## src/hs_irq_pkg.sv

```systemverilog
package hs_irq_pkg;

	// ************************************************************
	// register map, byte addresses on the avalon slave
	// ************************************************************
	localparam logic [5:0] CFG_OFFSET = 6'h10;
	localparam logic [5:0] CTRL_OFFSET = 6'h20;
	localparam logic [5:0] STATUS_OFFSET = 6'h24;
	localparam logic [5:0] MASK_OFFSET = 6'h28;

	// ************************************************************
	// configuration fields and reset values
	// ************************************************************
	localparam int CTRL_FILT_MSB = 7;
	localparam int CTRL_FILT_LSB = 6;
	localparam int IN_FILT_MSB = 5;
	localparam int IN_FILT_LSB = 4;
	localparam int OUT_FILT_MSB = 3;
	localparam int OUT_FILT_LSB = 2;
	localparam int PULSE_SEL_BIT = 1;
	localparam int ACTIVE_HIGH_BIT = 0;
	localparam logic [7:0] CFG_RESET = 8'hFC;
	localparam logic [5:0] FILT_BUS_RESET = 6'h3F;
	localparam logic [2:0] MASK_RESET = 3'h0;

	// filter encodings; bit 1 set means first nak only
	localparam logic [1:0] FILT_ALL = 2'h0;
	localparam logic [1:0] FILT_ACK_ONLY = 2'h1;

	// status bit positions, one per endpoint group
	localparam int GRP_CTRL = 0;
	localparam int GRP_IN = 1;
	localparam int GRP_OUT = 2;
	localparam int NUM_GRP = 3;

	// ************************************************************
	// handshake kinds reported by the serial interface engine
	// ************************************************************
	typedef enum logic [1:0]
	{
		HS_ACK,
		HS_NAK,
		HS_NYET,
		HS_STALL
	} handshake_t;

	// ************************************************************
	// timing
	// ************************************************************
	localparam int CLK_MHZ = 20;
	localparam int PULSE_NS = 60;
	// least time, rounded up to whole cycles
	localparam int PULSE_CYC = (PULSE_NS * CLK_MHZ + 999) / 1000;

endpackage : hs_irq_pkg

```

## src/irq_pulse_gen.sv

```systemverilog
`timescale 1ns/1ps

module irq_pulse_gen
#(
	parameter int LEN = 2
)
(
	// clock and reset
	input wire logic clk_sys,
	input wire logic rst_b,
	input wire logic clk_en,
	// trigger and pulse
	input wire logic fire,
	output logic pulse
);

	logic [7:0] cnt_r;
	logic pulse_r;

	// one fixed-length pulse per trigger; a trigger inside a pulse restarts it
	always_ff @(posedge clk_sys or negedge rst_b)
	begin
		if (!rst_b)
		begin
			cnt_r <= 8'h00;
			pulse_r <= 1'b0;
		end
		else if (clk_en)
		begin
			if (fire)
			begin
				cnt_r <= 8'(LEN - 1);
				pulse_r <= 1'b1;
			end
			else if (cnt_r != 8'h00)
			begin
				cnt_r <= cnt_r - 8'h01;
			end
			else
			begin
				pulse_r <= 1'b0;
			end
		end
	end

	assign pulse = pulse_r;

endmodule : irq_pulse_gen

```

## src/usb_handshake_interrupt_config.sv

```systemverilog
`timescale 1ns/1ps

// What this block does
// - eight-bit interrupt configuration register at 10h
// - ack, nak, nyet handshakes raise candidate events
// - bits 7:6 ep0, 5:4 in, 3:2 out
// - ctrl/in: 00 ack+nak, 01 ack, 1x first nak
// - out: 00 all, 01 ack+nyet, 1x first nak
// - first nak follows completed setup and ack
// - bit 1 selects level or two-cycle (100 ns) pulse
// - bit 0 selects active low or high
// - in pulse mode polarity picks edge direction
// - hw reset fc; bus reset sets filters only
// - global enable gates pin; pulse drops old events
// - route ep0, in and out to their filters
module usb_handshake_interrupt_config
(
	// clock and reset
	input wire logic clk_sys,
	input wire logic rst_b,
	input wire logic clk_en,
	// avalon-mm slave
	input wire logic [5:0] avs_address,
	input wire logic avs_read,
	input wire logic avs_write,
	input wire logic [31:0] avs_writedata,
	input wire logic [3:0] avs_byteenable,
	output logic [31:0] avs_readdata,
	output logic avs_waitrequest,
	// handshake reports from the serial interface engine
	input wire logic hs_valid,
	input wire hs_irq_pkg::handshake_t hs_kind,
	input wire logic [3:0] hs_endpoint,
	input wire logic hs_dir_in,
	input wire logic setup_acked,
	input wire logic usb_bus_reset,
	// interrupt outputs
	output logic irq_pin,
	output logic irq
);
	import hs_irq_pkg::*;

	logic [7:0] cfg_r;
	logic irq_global_enable_r;
	logic [NUM_GRP-1:0] status_r;
	logic [NUM_GRP-1:0] mask_r;
	logic [NUM_GRP-1:0] armed_r;
	logic ack_r;
	logic [31:0] rdata_r;
	logic irq_pin_r;
	logic irq_active;
	logic [1:0] filt [NUM_GRP];
	logic [NUM_GRP-1:0] grp_hit;
	logic [NUM_GRP-1:0] evt;
	logic [NUM_GRP-1:0] pending;
	logic fire;
	logic pulse;
	logic bus_done;
	logic wr_cfg;
	logic rd_status;

	// ************************************************************
	// avalon slave handshake
	// ************************************************************

	// one wait cycle, then the answer; ack_r drops at the accepting edge
	assign avs_waitrequest = (avs_read || avs_write) && !ack_r;
	assign bus_done = (avs_read || avs_write) && ack_r;

	always_ff @(posedge clk_sys or negedge rst_b)
	begin
		if (!rst_b)
		begin
			ack_r <= 1'b0;
		end
		else if (clk_en)
		begin
			ack_r <= (avs_read || avs_write) && !ack_r;
		end
	end

	// read data captured in the wait cycle, stable at the accepting edge
	always_ff @(posedge clk_sys or negedge rst_b)
	begin
		if (!rst_b)
		begin
			rdata_r <= 32'h0000_0000;
		end
		else if (clk_en && avs_read && !ack_r)
		begin
			if (avs_address == CFG_OFFSET)
				rdata_r <= {24'h00_0000, cfg_r};
			else if (avs_address == CTRL_OFFSET)
				rdata_r <= {31'h0000_0000, irq_global_enable_r};
			else if (avs_address == STATUS_OFFSET)
				rdata_r <= {29'h0000_0000, status_r};
			else if (avs_address == MASK_OFFSET)
				rdata_r <= {29'h0000_0000, mask_r};
			else
				rdata_r <= 32'h0000_0000;
		end
	end

	assign avs_readdata = rdata_r;
	// only byte lane 0 carries register bits
	assign wr_cfg = bus_done && avs_write && avs_byteenable[0] && avs_address == CFG_OFFSET;
	assign rd_status = bus_done && avs_read && avs_address == STATUS_OFFSET;

	// ************************************************************
	// configuration register
	// ************************************************************

	// bus reset outranks a write landing in the same cycle
	always_ff @(posedge clk_sys or negedge rst_b)
	begin
		if (!rst_b)
		begin
			cfg_r <= CFG_RESET;
		end
		else if (clk_en)
		begin
			if (usb_bus_reset)
				cfg_r <= {FILT_BUS_RESET, cfg_r[PULSE_SEL_BIT:ACTIVE_HIGH_BIT]};
			else if (wr_cfg)
				cfg_r <= avs_writedata[7:0];
		end
	end

	// global enable and mask
	always_ff @(posedge clk_sys or negedge rst_b)
	begin
		if (!rst_b)
		begin
			irq_global_enable_r <= 1'b0;
			mask_r <= MASK_RESET;
		end
		else if (clk_en && bus_done && avs_write && avs_byteenable[0])
		begin
			if (avs_address == CTRL_OFFSET)
				irq_global_enable_r <= avs_writedata[0];
			else if (avs_address == MASK_OFFSET)
				mask_r <= avs_writedata[NUM_GRP-1:0];
		end
	end

	// ************************************************************
	// handshake qualification per endpoint group
	// ************************************************************

	assign filt[GRP_CTRL] = cfg_r[CTRL_FILT_MSB:CTRL_FILT_LSB];
	assign filt[GRP_IN] = cfg_r[IN_FILT_MSB:IN_FILT_LSB];
	assign filt[GRP_OUT] = cfg_r[OUT_FILT_MSB:OUT_FILT_LSB];

	// ep0 in, out and setup all go to the control group
	assign grp_hit[GRP_CTRL] = hs_valid && hs_endpoint == 4'h0;
	assign grp_hit[GRP_IN] = hs_valid && hs_endpoint != 4'h0 && hs_dir_in;
	assign grp_hit[GRP_OUT] = hs_valid && hs_endpoint != 4'h0 && !hs_dir_in;

	genvar g;
	generate
		for (g = 0; g < NUM_GRP; g++)
		begin : grp
			logic nak_ok;
			logic nyet_ok;

			// nak passes on all-mode, or once after a setup in first-nak mode
			assign nak_ok = filt[g] == FILT_ALL || (filt[g][1] && armed_r[g]);
			// nyet only exists on the out group, and no filter setting hides it
			assign nyet_ok = g == GRP_OUT;
			assign evt[g] = grp_hit[g] && (hs_kind == HS_ACK
				|| (hs_kind == HS_NAK && nak_ok)
				|| (hs_kind == HS_NYET && nyet_ok));

			// armed by a completed setup stage; setup wins over a same-cycle nak
			always_ff @(posedge clk_sys or negedge rst_b)
			begin
				if (!rst_b)
				begin
					armed_r[g] <= 1'b0;
				end
				else if (clk_en)
				begin
					if (setup_acked)
						armed_r[g] <= 1'b1;
					else if (grp_hit[g] && hs_kind == HS_NAK)
						armed_r[g] <= 1'b0;
				end
			end

			// sticky status; a new event beats the read, and only bits the read returned are cleared,
			// so an event landing in the read's wait cycle is not lost
			always_ff @(posedge clk_sys or negedge rst_b)
			begin
				if (!rst_b)
				begin
					status_r[g] <= 1'b0;
				end
				else if (clk_en)
				begin
					if (evt[g])
						status_r[g] <= 1'b1;
					else if (rd_status && rdata_r[g])
						status_r[g] <= 1'b0;
				end
			end
		end
	endgenerate

	// ************************************************************
	// interrupt signalling
	// ************************************************************

	assign pending = status_r & mask_r;
	assign irq = |pending;

	// pulse mode fires only on events seen while enabled, so older ones are lost
	assign fire = |(evt & mask_r) && irq_global_enable_r && cfg_r[PULSE_SEL_BIT];

	irq_pulse_gen #(
		.LEN(PULSE_CYC)
	) u_pulse (
		.clk_sys(clk_sys),
		.rst_b(rst_b),
		.clk_en(clk_en),
		.fire(fire),
		.pulse(pulse)
	);

	// level: pending and enabled; pulse: fixed-width strobe
	always_comb
	begin
		if (cfg_r[PULSE_SEL_BIT])
			irq_active = pulse;
		else
			irq_active = (|pending) && irq_global_enable_r;
	end

	// pin registered so the strobe width is glitch free; reset shows inactive low-true
	always_ff @(posedge clk_sys or negedge rst_b)
	begin
		if (!rst_b)
		begin
			irq_pin_r <= 1'b1;
		end
		else if (clk_en)
		begin
			irq_pin_r <= irq_active ~^ cfg_r[ACTIVE_HIGH_BIT];
		end
	end

	assign irq_pin = irq_pin_r;
endmodule : usb_handshake_interrupt_config

```

## config.mk

```make
export PLATFORM = sky130hd
export DESIGN_NAME = usb_handshake_interrupt_config
export DESIGN_NICKNAME = d
export VERILOG_FILES = /design/src/hs_irq_pkg.sv /design/src/irq_pulse_gen.sv /design/src/usb_handshake_interrupt_config.sv
export SDC_FILE = /design/constraint.sdc
export NUM_CORES = 1
export LEC_CHECK = 0
export BUFFER_PORTS_ARGS = -buffer_cell sky130_fd_sc_hd__buf_2
export CAP_MARGIN = 20
export CELL_PAD_IN_SITES_DETAIL_PLACEMENT = 0
export CELL_PAD_IN_SITES_GLOBAL_PLACEMENT = 1
export CORE_ASPECT_RATIO = 0.75
export CORE_MARGIN = 4
export CORE_UTILIZATION = 37
export DETAILED_ROUTE_END_ITERATION = 8
export PLACE_DENSITY_LB_ADDON = 0.1
export SYNTH_ARGS = -nofsm -noshare
export SYNTH_HDL_FRONTEND = slang
export SYNTH_SLANG_ARGS = --single-unit
```

## constraint.sdc

```tcl
create_clock -name clk_sys -period 3.98 [get_ports clk_sys]
set_input_delay 0.995 -clock clk_sys [delete_from_list [all_inputs] [get_ports clk_sys]]
set_output_delay 0.995 -clock clk_sys [all_outputs]
set_load 0.005 [all_outputs]
```

* Word-level counts from Yosys, hierarchy flattened
Cells that the tools add are included.
Cells by class: $add $sub $neg 1, eq/ne operators 7, mux-type cells 23, bitwise gates (word level) 5, reductions and logical operators 73
Operators by type and width (count):
- 32-bit two-way mux | 3
- 1-bit logical AND | 34
- 8-bit two-way mux | 4
- 2-bit AND reduction | 10
- 6-bit equality test (second input constant) | 3
- 2-bit nonzero test | 8
- 1-bit two-way mux | 15
- 2-bit logical NOT | 4
- 1-bit logical OR | 8
- 8-bit nonzero test | 1
- 8-bit by 1-bit subtractor with 8-bit output (second input constant) | 1
- 3-bit AND | 2
- 6-bit by 5-bit equality test with 1-bit output (second input constant) | 1
- 3-bit AND reduction | 2
- 3-bit OR reduction | 2
- 4-bit logical NOT | 1
- 4-bit nonzero test | 1
- 3-bit two-way mux | 1
- 2-bit by 1-bit equality test with 1-bit output (second input constant) | 1
- 2-bit equality test (second input constant) | 1
- 1-bit logical NOT | 2
- 2-bit inequality test (second input constant) | 1
- 1-bit inverter | 2
- 1-bit bitwise XNOR | 1
Storage, ports and cells: flip-flop bits (word level) 61, bits of input ports 57, word-level logic and storage cells 124

* Longest topological paths before layout
Gate-level depths: netlist of the first run.
depth in word-level cells 12, mapped depth 7

* Modules after synthesis
From an unflattened synthesis of the first run, not the netlist that was laid out.
Unflattened totals: cell total of the unflattened synthesis 219, area total of the unflattened synthesis 2118.3 µm²
By module, submodules not included:
- usb_handshake_interrupt_config | times used 1, cells each 165, area an instance 1599.0 µm², seq. area each 709.4 µm²
- irq_pulse_gen | times used 1, cells each 54, area an instance 519.2 µm², seq. area each 225.2 µm²

* Worst setup path after synthesis of the first run
Ideal clock, no wire load.
path type input -> register, from input avs_address[4], to register mask_r[0], setup time 125 ps, data arrival time 2231 ps, data required time 3855 ps, path slack 1624 ps, stages on the path 4, buffers on the path 0, cell sequence nand2b_1 or3_2 nor4b_4 mux2_2
Between the ends: cells in the longest elaborated chain, start to end 3, elaborated cells between the ends (all ways) 4, those cells by class eq/ne (2); bitwise (1); reduce/logical (1)
RTL lines:
- start, declared | RTL line usb_handshake_interrupt_config.sv:23 | input wire logic [5:0] avs_address,
- 6-bit equality test | RTL line usb_handshake_interrupt_config.sv:139 | if (avs_address == CTRL_OFFSET)
- 1-bit inverter (no source line)
- 3-bit AND reduction (no source line) *
- end signal, assigned | RTL line usb_handshake_interrupt_config.sv:142 | mask_r <= avs_writedata[NUM_GRP-1:0];
- end, declared | RTL line usb_handshake_interrupt_config.sv:46 | logic [NUM_GRP-1:0] mask_r;
Every way passes the cells marked *; elsewhere a longest branch is shown, timed or not. A chain may end at the register's enable or synchronous reset.

* Final worst setup path of the first run
from input hs_endpoint[1], to register u_pulse.cnt_r[7]
Between the ends: cells in the longest elaborated chain, start to end 10, elaborated cells between the ends (all ways) 16, those cells by class mux (1); bitwise (1); reduce/logical (14)
RTL lines:
- start, declared | RTL line usb_handshake_interrupt_config.sv:33 | input wire logic [3:0] hs_endpoint,
- 4-bit nonzero test | RTL line usb_handshake_interrupt_config.sv:156, usb_handshake_interrupt_config.sv:157
- 1-bit logical AND | RTL line usb_handshake_interrupt_config.sv:156, usb_handshake_interrupt_config.sv:157
- 1-bit logical AND, on equally long branches | RTL line usb_handshake_interrupt_config.sv:156, usb_handshake_interrupt_config.sv:157
- 1-bit logical AND | RTL line usb_handshake_interrupt_config.sv:170 | assign evt[g] = grp_hit[g] && (hs_kind == HS_ACK
- 3-bit AND * | RTL line usb_handshake_interrupt_config.sv:217 | assign fire = |(evt & mask_r) && irq_global_enable_r && cfg_r[PULSE_SEL_BIT];
- 3-bit OR reduction * | RTL line usb_handshake_interrupt_config.sv:217
- 1-bit logical AND * (2 in series) | RTL line usb_handshake_interrupt_config.sv:217
- 2-bit nonzero test (no source line)
- 2-bit AND reduction (no source line)
- end signal, assigned | RTL line irq_pulse_gen.sv:32 | cnt_r <= 8'(LEN - 1);
- end signal, assigned | RTL line irq_pulse_gen.sv:37 | cnt_r <= cnt_r - 8'h01;
- end, declared | RTL line irq_pulse_gen.sv:17 | logic [7:0] cnt_r;
Marks and branches as above.

==> summary.md, run 1 <==
| Metric | Value |
|---|---|
| Hold_sp | u_pulse.pulse |
| RSZ-0062 raised after global routing | false |
| Clock tree buffer depth | 2 |
| FF-to-FF path depth | 7 |
| Total GRT Usage | 0.147 |
| Die Y | 73.2 µm |
| Post-Synth XOR/XNOR Area | 0.00835 |
| Largest net degree at the start of global routing | 38 |
| Synth top cells by count | dfrtp_1 (30), buf_4 (24), nand2_1 (18) |
| Clock power frac | 0.278 |
| Hold endpoint | u_pulse.pulse |
| Worst-path clk slew | approximately 0.08 ns |
| Least-Margin Pin Slew | roughly 0.84 ns |
| Arr. time, crit path | approximately 2.5 ns |
| Site Rows | 23 |
| PwrDens | between 400 and 500 nW/µm² |
| Adder-cell share of the synthesized area | 0.0119 |
| CTS root buf | clkbuf_8 |
| Required time of the critical path | 4.15 ns |
| Comb power frac | 0.218 |
| Post-Syn Area | 2100 µm² |
| FF-to-FF Start | u_pulse.cnt_r[0] |
| Pre-Repair DR Iteration Count | 4 |
| Multi-input logic area | 1020 µm² |
| Count leader, synth | dfrtp_1 |
| Cts hold-fix bufs | 0 |
| Crit path kind | in2reg |
| FFs w/ async S/R, synth | 1.00 |
| Hold Crit Class | reg2reg |
| Seq/Total Area, Yosys | 0.446 |
| Max FO, Critical Path | 9 |
| Post-synth top area cell | dfrtp_1 |
| Cell Count, Final, Fillers Out | around 320 |
| Drt initial violations | 44 |
| Die extent in x | 94.9 µm |
| Post-DRT Antenna Nets | 0 |
| First-pass GRT wire length | 7.62 mm |
| Post-route DRC | 0 |
| Pins Over Slew Limit | 0 |
| Port Buf Inserts | 40 |
| Area grow syn2layout | 12.5% |
| Clock sinks | 37 |
| Area after DPL | 2270 µm² |
| VDD IR max | 0.180 mV |
| Seq pwr share | 0.504 |
| Status | complete, no violations |
| RD Place Congestion | 0.768 |
| TritonCTS clock tree | done |
| Synth Area in Compound Gates | 0.161 |
| Total gr overflow | 0 |
| Ys flop type | dfrtp_1 |
| Storage element area | 935 µm² |
| Via count | around 1600 |
| Main area contributors after synthesis | dfrtp_1 (36%), dfstp_2 (8.8%), buf_4 (8.6%), nand2_1 (3.2%), o22a_2 (2.9%) |
| R2r setup slk | 1.98 ns |
| Post-Place Cells | between 300 and 400 |
| Max Cap Viol | 0 |
| CTS resizes | 0 |
| Initial cell density of the core | 0.388 |
| Mapped Cells | 206 |
| DR WL/cell | ~15 µm |
| Number of synthesized register bits | 37 |
| Core box area | 5410 µm² |
| Fin crit period | roughly 2.4 ns |
| Switching pwr | about 320 µW |
| CP Capture Type | flip-flop |
| Fin crit share | 0.597 |
| Synth top area share | 0.358 |
| DP HPWL | 3.61 mm |
| Power Internal | 643 µW |
| Fmax | approximately 0.42 GHz |
| H-tree depth | 2 |
| Post-synthesis mux area share | 0.0507 |
| Total Wirelength | 4.76 mm |
| Number of global-route vias before repair | 1506 |
| Worst R2R End | u_pulse.cnt_r[1] |
| Setup Fix Bufs, Post-CTS | 0 |
| Final Hold Violating Endpoints | 0 |
| Final setup TNS | 0 ns |
| Top-Level Pins | 92 |
| Antenna cell count | 0 |
| Synth unique cells | 49 |
| Layout cell share with drive strength beyond 1 | 0.317 |
| Hold depth | 1 |
| Final Setup Violations | 0 |
| Nets | 307 |
| Syn avg cell area | 10.2 µm² |
| Leakage | approximately 1.1 nW |
| Inserted Clock Buffers | 5 |
| Max Clock Skew | 0.00687 ns |
| DR vias/cell | 4.95 |
| Clk Latency, worst-skew pair | ~0.30 ns |
| Fillers | ~570 |
| Largest family of logic cells by synthesized area | simple AND/OR/NAND/NOR gates |
| Synth Area in Simple Gates | 0.212 |
| Die area | 6950 µm² |
| Post-synth EDFFs | 0 |
| Post-route cell area | 2360 µm² |
| Sw frac | 0.332 |
| Critical path startpoint category | input port |
| Yosys warning count | 0 |
| Antenna violations before repair | 0 |
| Setup WS post-layout | 1.60 ns |
| Max-slew headroom | 0.433 |
| Pre-CTS setup slack | 1.26 ns |
[sequential cells by signal, indices dropped and copies added (netlist names)]
register,count
ack_r,1
armed_r,3
avs_readdata,8
cfg_r,8
irq_global_enable_r,1
irq_pin,1
mask_r,3
status_r,3
u_pulse.cnt_r,8
u_pulse.pulse,1
[power by group through the flow]
stage                     clock network (mW)  logic [mW]  registers [mW]
final                                  0.268       0.210           0.485
after global routing                   0.292       0.246           0.495
after CTS                              0.275       0.214           0.485
after detailed placement                   0       0.214           0.490
after global placement                     0       0.211           0.492
after floorplan                            0       0.169           0.476
[final cells by class]
type / count / share of cell area
Clock buffer: 5 / 0.0292
Clock inverter: 3 / 0.00742
Inverter: 6 / 0.00954
Multi-Input combinational cell: 158 / 0.433
Sequential cell: 37 / 0.396
Tap cell: 75 / 0.0398
Timing Repair Buffer: 40 / 0.0848
[placed cells by master, fill, tap and decap left out, types with 2 or more instances in the layout]
cell	count
nand3_1	3
nor3_1	5
or2_2	2
a221o_1	2
mux2_4	2
clkbuf_8	5
a32o_1	2
conb_1	24
o22a_2	6
mux2_2	5
a22oi_1	3
and3_1	2
clkinv_2	2
nor2_1	13
nor3b_1	2
nand2b_1	3
or3_1	2
dfrtp_1	30
inv_1	6
nand4_1	5
ha_1	2
buf_2	40
nor4_1	3
mux2i_1	2
xnor2_1	2
o21ai_0	10
nand2_1	18
a22o_1	6
nor2b_1	9
a21oi_1	8
dfstp_2	7
[critical path, stage by stage]
cell and delay, ns:
buf_2 0.10, nor4_1 0.58, nand4_1 0.30, o211ai_2 0.47, nor2_1 0.10
[cells by family after synthesis]
| family | after synthesis |
|---|---|
| adders and majority gates | 2 |
| buffers and inverters | 34 |
| AOI/OAI and AO/OA | 45 |
| and+or+nand+nor | 76 |
| other | 1 |
| xor gates and xnor gates | 2 |
| DFF | 37 |
| muxes | 9 |
[through the flow]
stage,power [mW],util,hold WS (ns)
6_report,0.962,0.436,0.485
5_1_grt,1.03,0.436,0.516
4_1_cts,0.974,0.436,0.491
3_5_place_dp,0.705,0.420,0.473
3_3_place_gp,0.703,0.420,0.471
2_1_floorplan,0.646,-,0.450
[layer usage]
metal  vias up  wire (µm)  global-route usage
met5         -          0                   0
met4         0         85              0.0624
met3         7        307              0.0381
met2        50       1830               0.198
met1       767       2530               0.219
li1        781          -                   -
[worst max path at each step]
| stage | start | end | cells past startpoint |
|---|---|---|---|
| after CTS | status_r[2] | irq | 3 |
| final | hs_endpoint[1] | u_pulse.cnt_r[7] | 5 |
| after global placement | clk_en | cfg_r[0] | 4 |
| after detailed placement | hs_endpoint[1] | u_pulse.cnt_r[5] | 5 |
| after floorplan | avs_address[4] | mask_r[0] | 4 |
| after global routing | hs_endpoint[1] | u_pulse.cnt_r[2] | 5 |
No activity file was read; power rests on OpenSTA's default activity.
==> run 2: changes to the inputs <==
--- a/config.mk
+++ b/config.mk
@@ -11,7 +11,7 @@
 export CELL_PAD_IN_SITES_GLOBAL_PLACEMENT = 1
 export CORE_ASPECT_RATIO = 0.75
 export CORE_MARGIN = 4
-export CORE_UTILIZATION = 37
+export CORE_UTILIZATION = 35
 export DETAILED_ROUTE_END_ITERATION = 8
 export PLACE_DENSITY_LB_ADDON = 0.1
 export SYNTH_ARGS = -nofsm -noshare
==> constraint.sdc (replaced) <==
create_clock -name clk_sys -period 2.4 [get_ports clk_sys]
set_input_delay 0.6 -clock clk_sys [delete_from_list [all_inputs] [get_ports clk_sys]]
set_output_delay 0.6 -clock clk_sys [all_outputs]
set_load 0.005 [all_outputs]
==> run 2 against run 1 <==
  * Clock power is 100% higher
  * First-iteration DRC count is 30% higher
  * Register-to-register slack got worse by 1.6 ns
  * Utilization shrank 1.3 points
  * Largest cell class unchanged
  * Power grew 78%
  * Worst setup slack got worse by 1.2 ns
  * Sequential power up 66%
  * Highest routed layer unchanged
  * Combinational power is 73% higher
  * Design area is 4.6% higher
  * Global-route usage shrank 1.0 points
  * Die area grew 5.2%
==> summary.md, run 2 (synthesized netlist as in run 1, its figures left out) <==
| Metric | Value |
|---|---|
| CTS root buf | clkbuf_8 |
| Clk Latency, worst-skew pair | between 0.2 and 0.3 ns |
| Area grow syn2layout | 17.7% |
| Cts hold-fix bufs | 0 |
| VDD IR max | around 0.42 mV |
| TritonCTS clock tree | done |
| PwrDens | 696 nW/µm² |
| R2r setup slk | 0.37 ns |
| Worst R2R End | u_pulse.cnt_r[0] |
| Arr. time, crit path | 2.21 ns |
| Least-Margin Pin Slew | 0.588 ns |
| FF-to-FF Start | u_pulse.cnt_r[0] |
| FF-to-FF path depth | 7 |
| Post-route DRC | 0 |
| Fillers | 592 |
| First-pass GRT wire length | 7.98 mm |
| Pre-Repair DR Iteration Count | 4 |
| Max Cap Viol | 0 |
| Required time of the critical path | about 2.6 ns |
| Port Buf Inserts | 40 |
| Max Clock Skew | just over 0.008 ns |
| Core box area | 5830 µm² |
| Final core occ | 0.424 |
| Leading cell type in the layout, fill and taps excluded | buf_2 |
| Die extent in x | 97.4 µm |
| Antenna cell count | 0 |
| Critical path startpoint category | flip-flop |
| Antenna violations before repair | 0 |
| Final Setup Violations | 0 |
| Setup Fix Bufs, Post-CTS | 0 |
| Clock sinks | 37 |
| Total GRT Usage | 0.136 |
| CTS resizes | 0 |
| Worst Setup SP | u_pulse.cnt_r[0] |
| DR vias/cell | 4.90 |
| Status | complete, no violations |
| DR WL/cell | 14.2 µm |
| RD Place Congestion | 0.766 |
| Worst-path clk slew | 0.08 ns |
| Layout cell share with drive strength beyond 1 | 0.344 |
| Drt initial violations | between 50 and 60 |
| Nets | 317 |
| H-tree depth | 2 |
| Hold Crit Class | in2async |
| CP top delay family | simple AND/OR/NAND/NOR gates |
| Post-DRT Antenna Nets | 0 |
| Number of global-route vias before repair | roughly 1600 |
| CP Buf/Inv Count | 1 |
| Via count | 1651 |
| Clock tree buffer depth | 2 |
| Die area | between 7000 and 8000 µm² |
| Fin crit period | around 2.0 ns |
| Leakage | 1.16 nW |
| Most frequent cells in the layout | buf_2 (40), dfrtp_1 (30), conb_1 (24) |
| Final Hold Violating Endpoints | 0 |
| Site Rows | 24 |
| Slowest cell on crit path | or4b_1 |
| Max-slew headroom | 0.606 |
| Die Y | 75.0 µm |
| Total Wirelength | 4.77 mm |
| Max FO, Critical Path | 4 |
| DP HPWL | 3.76 mm |
| Crit path kind | reg2reg |
| Fin crit share | 0.847 |
| RSZ-0062 raised after global routing | false |
| CP dominant cell by count | nand2b_1 |
| Slowest stage delay, CP | 0.52 ns |
| Fmax | ~0.5 GHz |
| Final setup TNS | 0 ns |
| Pins Over Slew Limit | 0 |
| Total gr overflow | 0 |
| Largest net degree at the start of global routing | 19 |
| Initial cell density of the core | 0.360 |
| Crit-path cells | inv_1 > ha_1 > or4b_1 > nor4_2 > nand2b_1 > xnor2_1 > nand2b_1 |
| Inserted Clock Buffers | 5 |
| CP Capture Type | flip-flop |
| Top-Level Pins | about 90 |
==> run 2: cell types whose count changed in the layout (fill, tap and decap cells not counted), sizes merged <==
| cell | change |
|---|---|
| clkinv | -1 |
| buf | +10 |
| bufinv | +1 |
==> run 2: worst max-delay path by stage <==
stage | end | slack (ns) | cells past startpoint
2_1_floorplan | mask_r[0] | 0.44 | 4
3_3_place_gp | mask_r[1] | 0.15 | 5
3_5_place_dp | mask_r[1] | 0.17 | 5
4_1_cts | u_pulse.cnt_r[0] | 0.34 | 7
5_1_grt | u_pulse.cnt_r[0] | 0.18 | 7
6_report | u_pulse.cnt_r[0] | 0.37 | 7
==> run 2: cell type report <==
cell class,instances,area (µm²),area share
Inverter,6,22.5,0.00913
Clock buffer,5,68.8,0.0279
Clock inverter,3,46.3,0.0188
Timing Repair Buffer,50,275,0.112
Sequential cell,37,935,0.379
Multi-Input combinational cell,158,1020,0.414
Tap cell,78,97.6,0.0396
==> run 2: where the power goes <==
| part | internal (mW) | total (mW) | switching (mW) |
|---|---|---|---|
| combinational | 0.167 | 0.364 | 0.197 |
| clock | 0.311 | 0.548 | 0.237 |
| sequential | 0.710 | 0.805 | 0.0948 |
| total | 1.19 | 1.72 | 0.528 |
==> run 2: metrics by stage <==
stage | cell area, µm² | worst slack [ns] | hold slack [ns] | cells | power [mW]
after floorplan | 2180 | 0.439 | 0.304 | 229 | 1.07
after global placement | 2350 | 0.154 | 0.463 | 329 | 1.18
after detailed placement | 2350 | 0.170 | 0.475 | 329 | 1.18
after CTS | 2470 | 0.337 | 0.239 | 337 | 1.74
after global routing | 2470 | 0.182 | 0.252 | 337 | 1.82
final | 2470 | 0.366 | 0.226 | 337 | 1.72
==> run 2: routing by layer <==
layer / global-route usage / vias to the layer above / share of wire
met3: 0.0370 / 7 / 0.060
met2: 0.204 / 47 / 0.41
met1: 0.195 / 789 / 0.52
met5: 0 / - / 0
li1: - / 808 / -
met4: 0.0384 / 0 / 0.0096
==> run 3: changes to the inputs <==
--- a/config.mk
+++ b/config.mk
@@ -11,7 +11,7 @@
 export CELL_PAD_IN_SITES_GLOBAL_PLACEMENT = 1
 export CORE_ASPECT_RATIO = 0.75
 export CORE_MARGIN = 4
-export CORE_UTILIZATION = 35
+export CORE_UTILIZATION = 31
 export DETAILED_ROUTE_END_ITERATION = 8
 export PLACE_DENSITY_LB_ADDON = 0.1
 export SYNTH_ARGS = -nofsm -noshare
==> constraint.sdc (replaced) <==
create_clock -name clk_sys -period 1.6 [get_ports clk_sys]
set_input_delay 0.4 -clock clk_sys [delete_from_list [all_inputs] [get_ports clk_sys]]
set_output_delay 0.4 -clock clk_sys [all_outputs]
set_load 0.005 [all_outputs]
==> run 3 against run 2 <==
  * Non-clock buffer count grew 36
  * The run now ends with negative setup slack left
  * First-iteration DRC count shrank 30%
  * Design area grew 18%
  * Critical endpoint unchanged
  * Worst setup slack lost 0.60 ns
  * Combinational power grew to 2.8 times the previous value
  * Power grew 87%
  * Clock skew grew 0.0039 ns
==> summary.md, run 3 (synthesized netlist as in run 1, its figures left out) <==
| Metric | Value |
|---|---|
| Top-Level Pins | 92 |
| Fin crit share | 1.14 |
| Clock sinks | 37 |
| Slowest stage delay, CP | between 0.4 and 0.5 ns |
| Post-route DRC | 0 |
| Max Cap Viol | 0 |
| First-pass GRT wire length | 8.79 mm |
| Required time of the critical path | 1.78 ns |
| Fmax | approximately 0.55 GHz |
| Max Clock Skew | 0.0120 ns |
| CP Buf/Inv Count | 1 |
| Fin crit period | between 1.5 and 2 ns |
| VDD IR max | 0.486 mV |
| Post-Place Cells | 361 |
| Clk Latency, worst-skew pair | 0.30 ns |
| CP Capture Type | flip-flop |
| Pins Over Slew Limit | 0 |
| CP top delay family | simple AND/OR/NAND/NOR gates |
| Failing checks | negative setup slack |
| Metal3 WL | 329 µm |
| Critical path startpoint category | flip-flop |
| Arr. time, crit path | 2.02 ns |
| Area grow syn2layout | 39.2% |
| Clock tree buffer depth | 2 |
| Post-route cell area | 2920 µm² |
| Inserted Clock Buffers | 5 |
| CTS root buf | clkbuf_8 |
| Pre-CTS setup slack | -0.317 ns |
| TritonCTS clock tree | done |
| Layout cell share with drive strength beyond 1 | 0.488 |
| Port Buf Inserts | 40 |
| Power, Total | 3.20 mW |
| Largest net degree at the start of global routing | 38 |
| Antenna cell count | 0 |
| Die extent in x | 103 µm |
| Crit-path cells | inv_2 > ha_4 > or4b_4 > nor4_4 > nand2b_4 > xnor2_1 > nand2b_1 |
| Setup WS post-layout | -0.232 ns |
| Hold Crit Class | in2async |
| DR vias/cell | ~4.7 |
| Final setup TNS | -1.07 ns |
| Cts hold-fix bufs | 0 |
| Slowest cell on crit path | or4b_4 |
| Final Setup Violations | 7 |
| Crit path kind | reg2reg |
| Final Hold Violating Endpoints | 0 |
| Via count | 1756 |
| Area after DPL | roughly 2700 µm² |
| Drt initial violations | 40 |
| WL met2 | 2.13 mm |
| DP HPWL | 4.12 mm |
| Leakage | about 1.4 nW |
| Site Rows | 25 |
| Cell Count, Final, Fillers Out | 376 |
| Pre-Repair DR Iteration Count | 4 |
| Die area | 8160 µm² |
| Worst-path clk slew | around 0.09 ns |
| PwrDens | 1100 nW/µm² |
| Nets | 353 |
| Post-DRT Antenna Nets | 0 |
| Die Y | slightly below 80 µm |
| RD Place Congestion | 0.751 |
| Antenna violations before repair | 0 |
| Number of global-route vias before repair | 1738 |
| Fillers | 629 |
| Leading cell type in the layout, fill and taps excluded | buf_4 |
| WL met1 | 2.86 mm |
| Uppermost layer routed | met4 |
| Initial cell density of the core | 0.325 |
| H-tree depth | 2 |
| Total gr overflow | 0 |
| Final core occ | 0.453 |
| Min Hold Slack | 0.0552 ns |
| Core box area | 6440 µm² |
| Max FO, Critical Path | 3 |
| DR WL/cell | 14.2 µm |
| Status | complete, but fails checks |
| Total Wirelength | roughly 5.4 mm |
| RSZ-0062 raised after global routing | true |
| Most frequent cells in the layout | buf_4 (41), buf_2 (39), dfrtp_1 (30) |
| Total GRT Usage | 0.138 |
[run 3: cell type report]
| cell class | count | area (µm²) | share of cell area |
|---|---|---|---|
| multi-input combinational | 158 | 1130 | 0.389 |
| sequential | 37 | 935 | 0.320 |
| timing repair buffer | 86 | 588 | 0.201 |
| tap | 81 | 101 | 0.0347 |
| clock buffer | 5 | 68.8 | 0.0236 |
| clock inverter | 3 | 68.8 | 0.0236 |
| inverter | 6 | 22.5 | 0.00772 |
[run 3: repair_timing]
item,CTS,global route
resized for setup,5,16
pin swaps,4,10
setup endpoints to repair,7,18
endpoints found under the hold margin,0,0
buffers inserted,3,5
[run 3: layer usage]
layer / vias to the layer above / track usage
met4: 0 / 0.0310
li1: 871 / -
met1: 827 / 0.216
met5: - / 0
met3: 5 / 0.0316
met2: 53 / 0.188
[run 3: path summary, 6_finish.rpt]
| path | startpoint | to | slack (ns) | cells past startpoint |
|---|---|---|---|---|
| worst max-delay path | u_pulse.cnt_r[0] | u_pulse.cnt_r[0] | -0.23 | 7 |
| worst min-delay path | rst_b | avs_readdata[7] | 0.06 | 2 |
| worst max register to register | u_pulse.cnt_r[0] | u_pulse.cnt_r[0] | -0.23 | 7 |
| worst min register to register | irq_pin | irq_pin | 0.49 | 2 |
| max in group asynchronous | rst_b | cfg_r[4] | 1.28 | 2 |
| min in group clk_sys | avs_writedata[7] | cfg_r[7] | 0.31 | 2 |
[run 3: report_power, final]
group          total, mW  internal (mW)  switching (mW)
sequential          1.20           1.06           0.135
combinational       1.01          0.550           0.457
clock              0.996          0.628           0.368
total               3.20           2.24           0.960
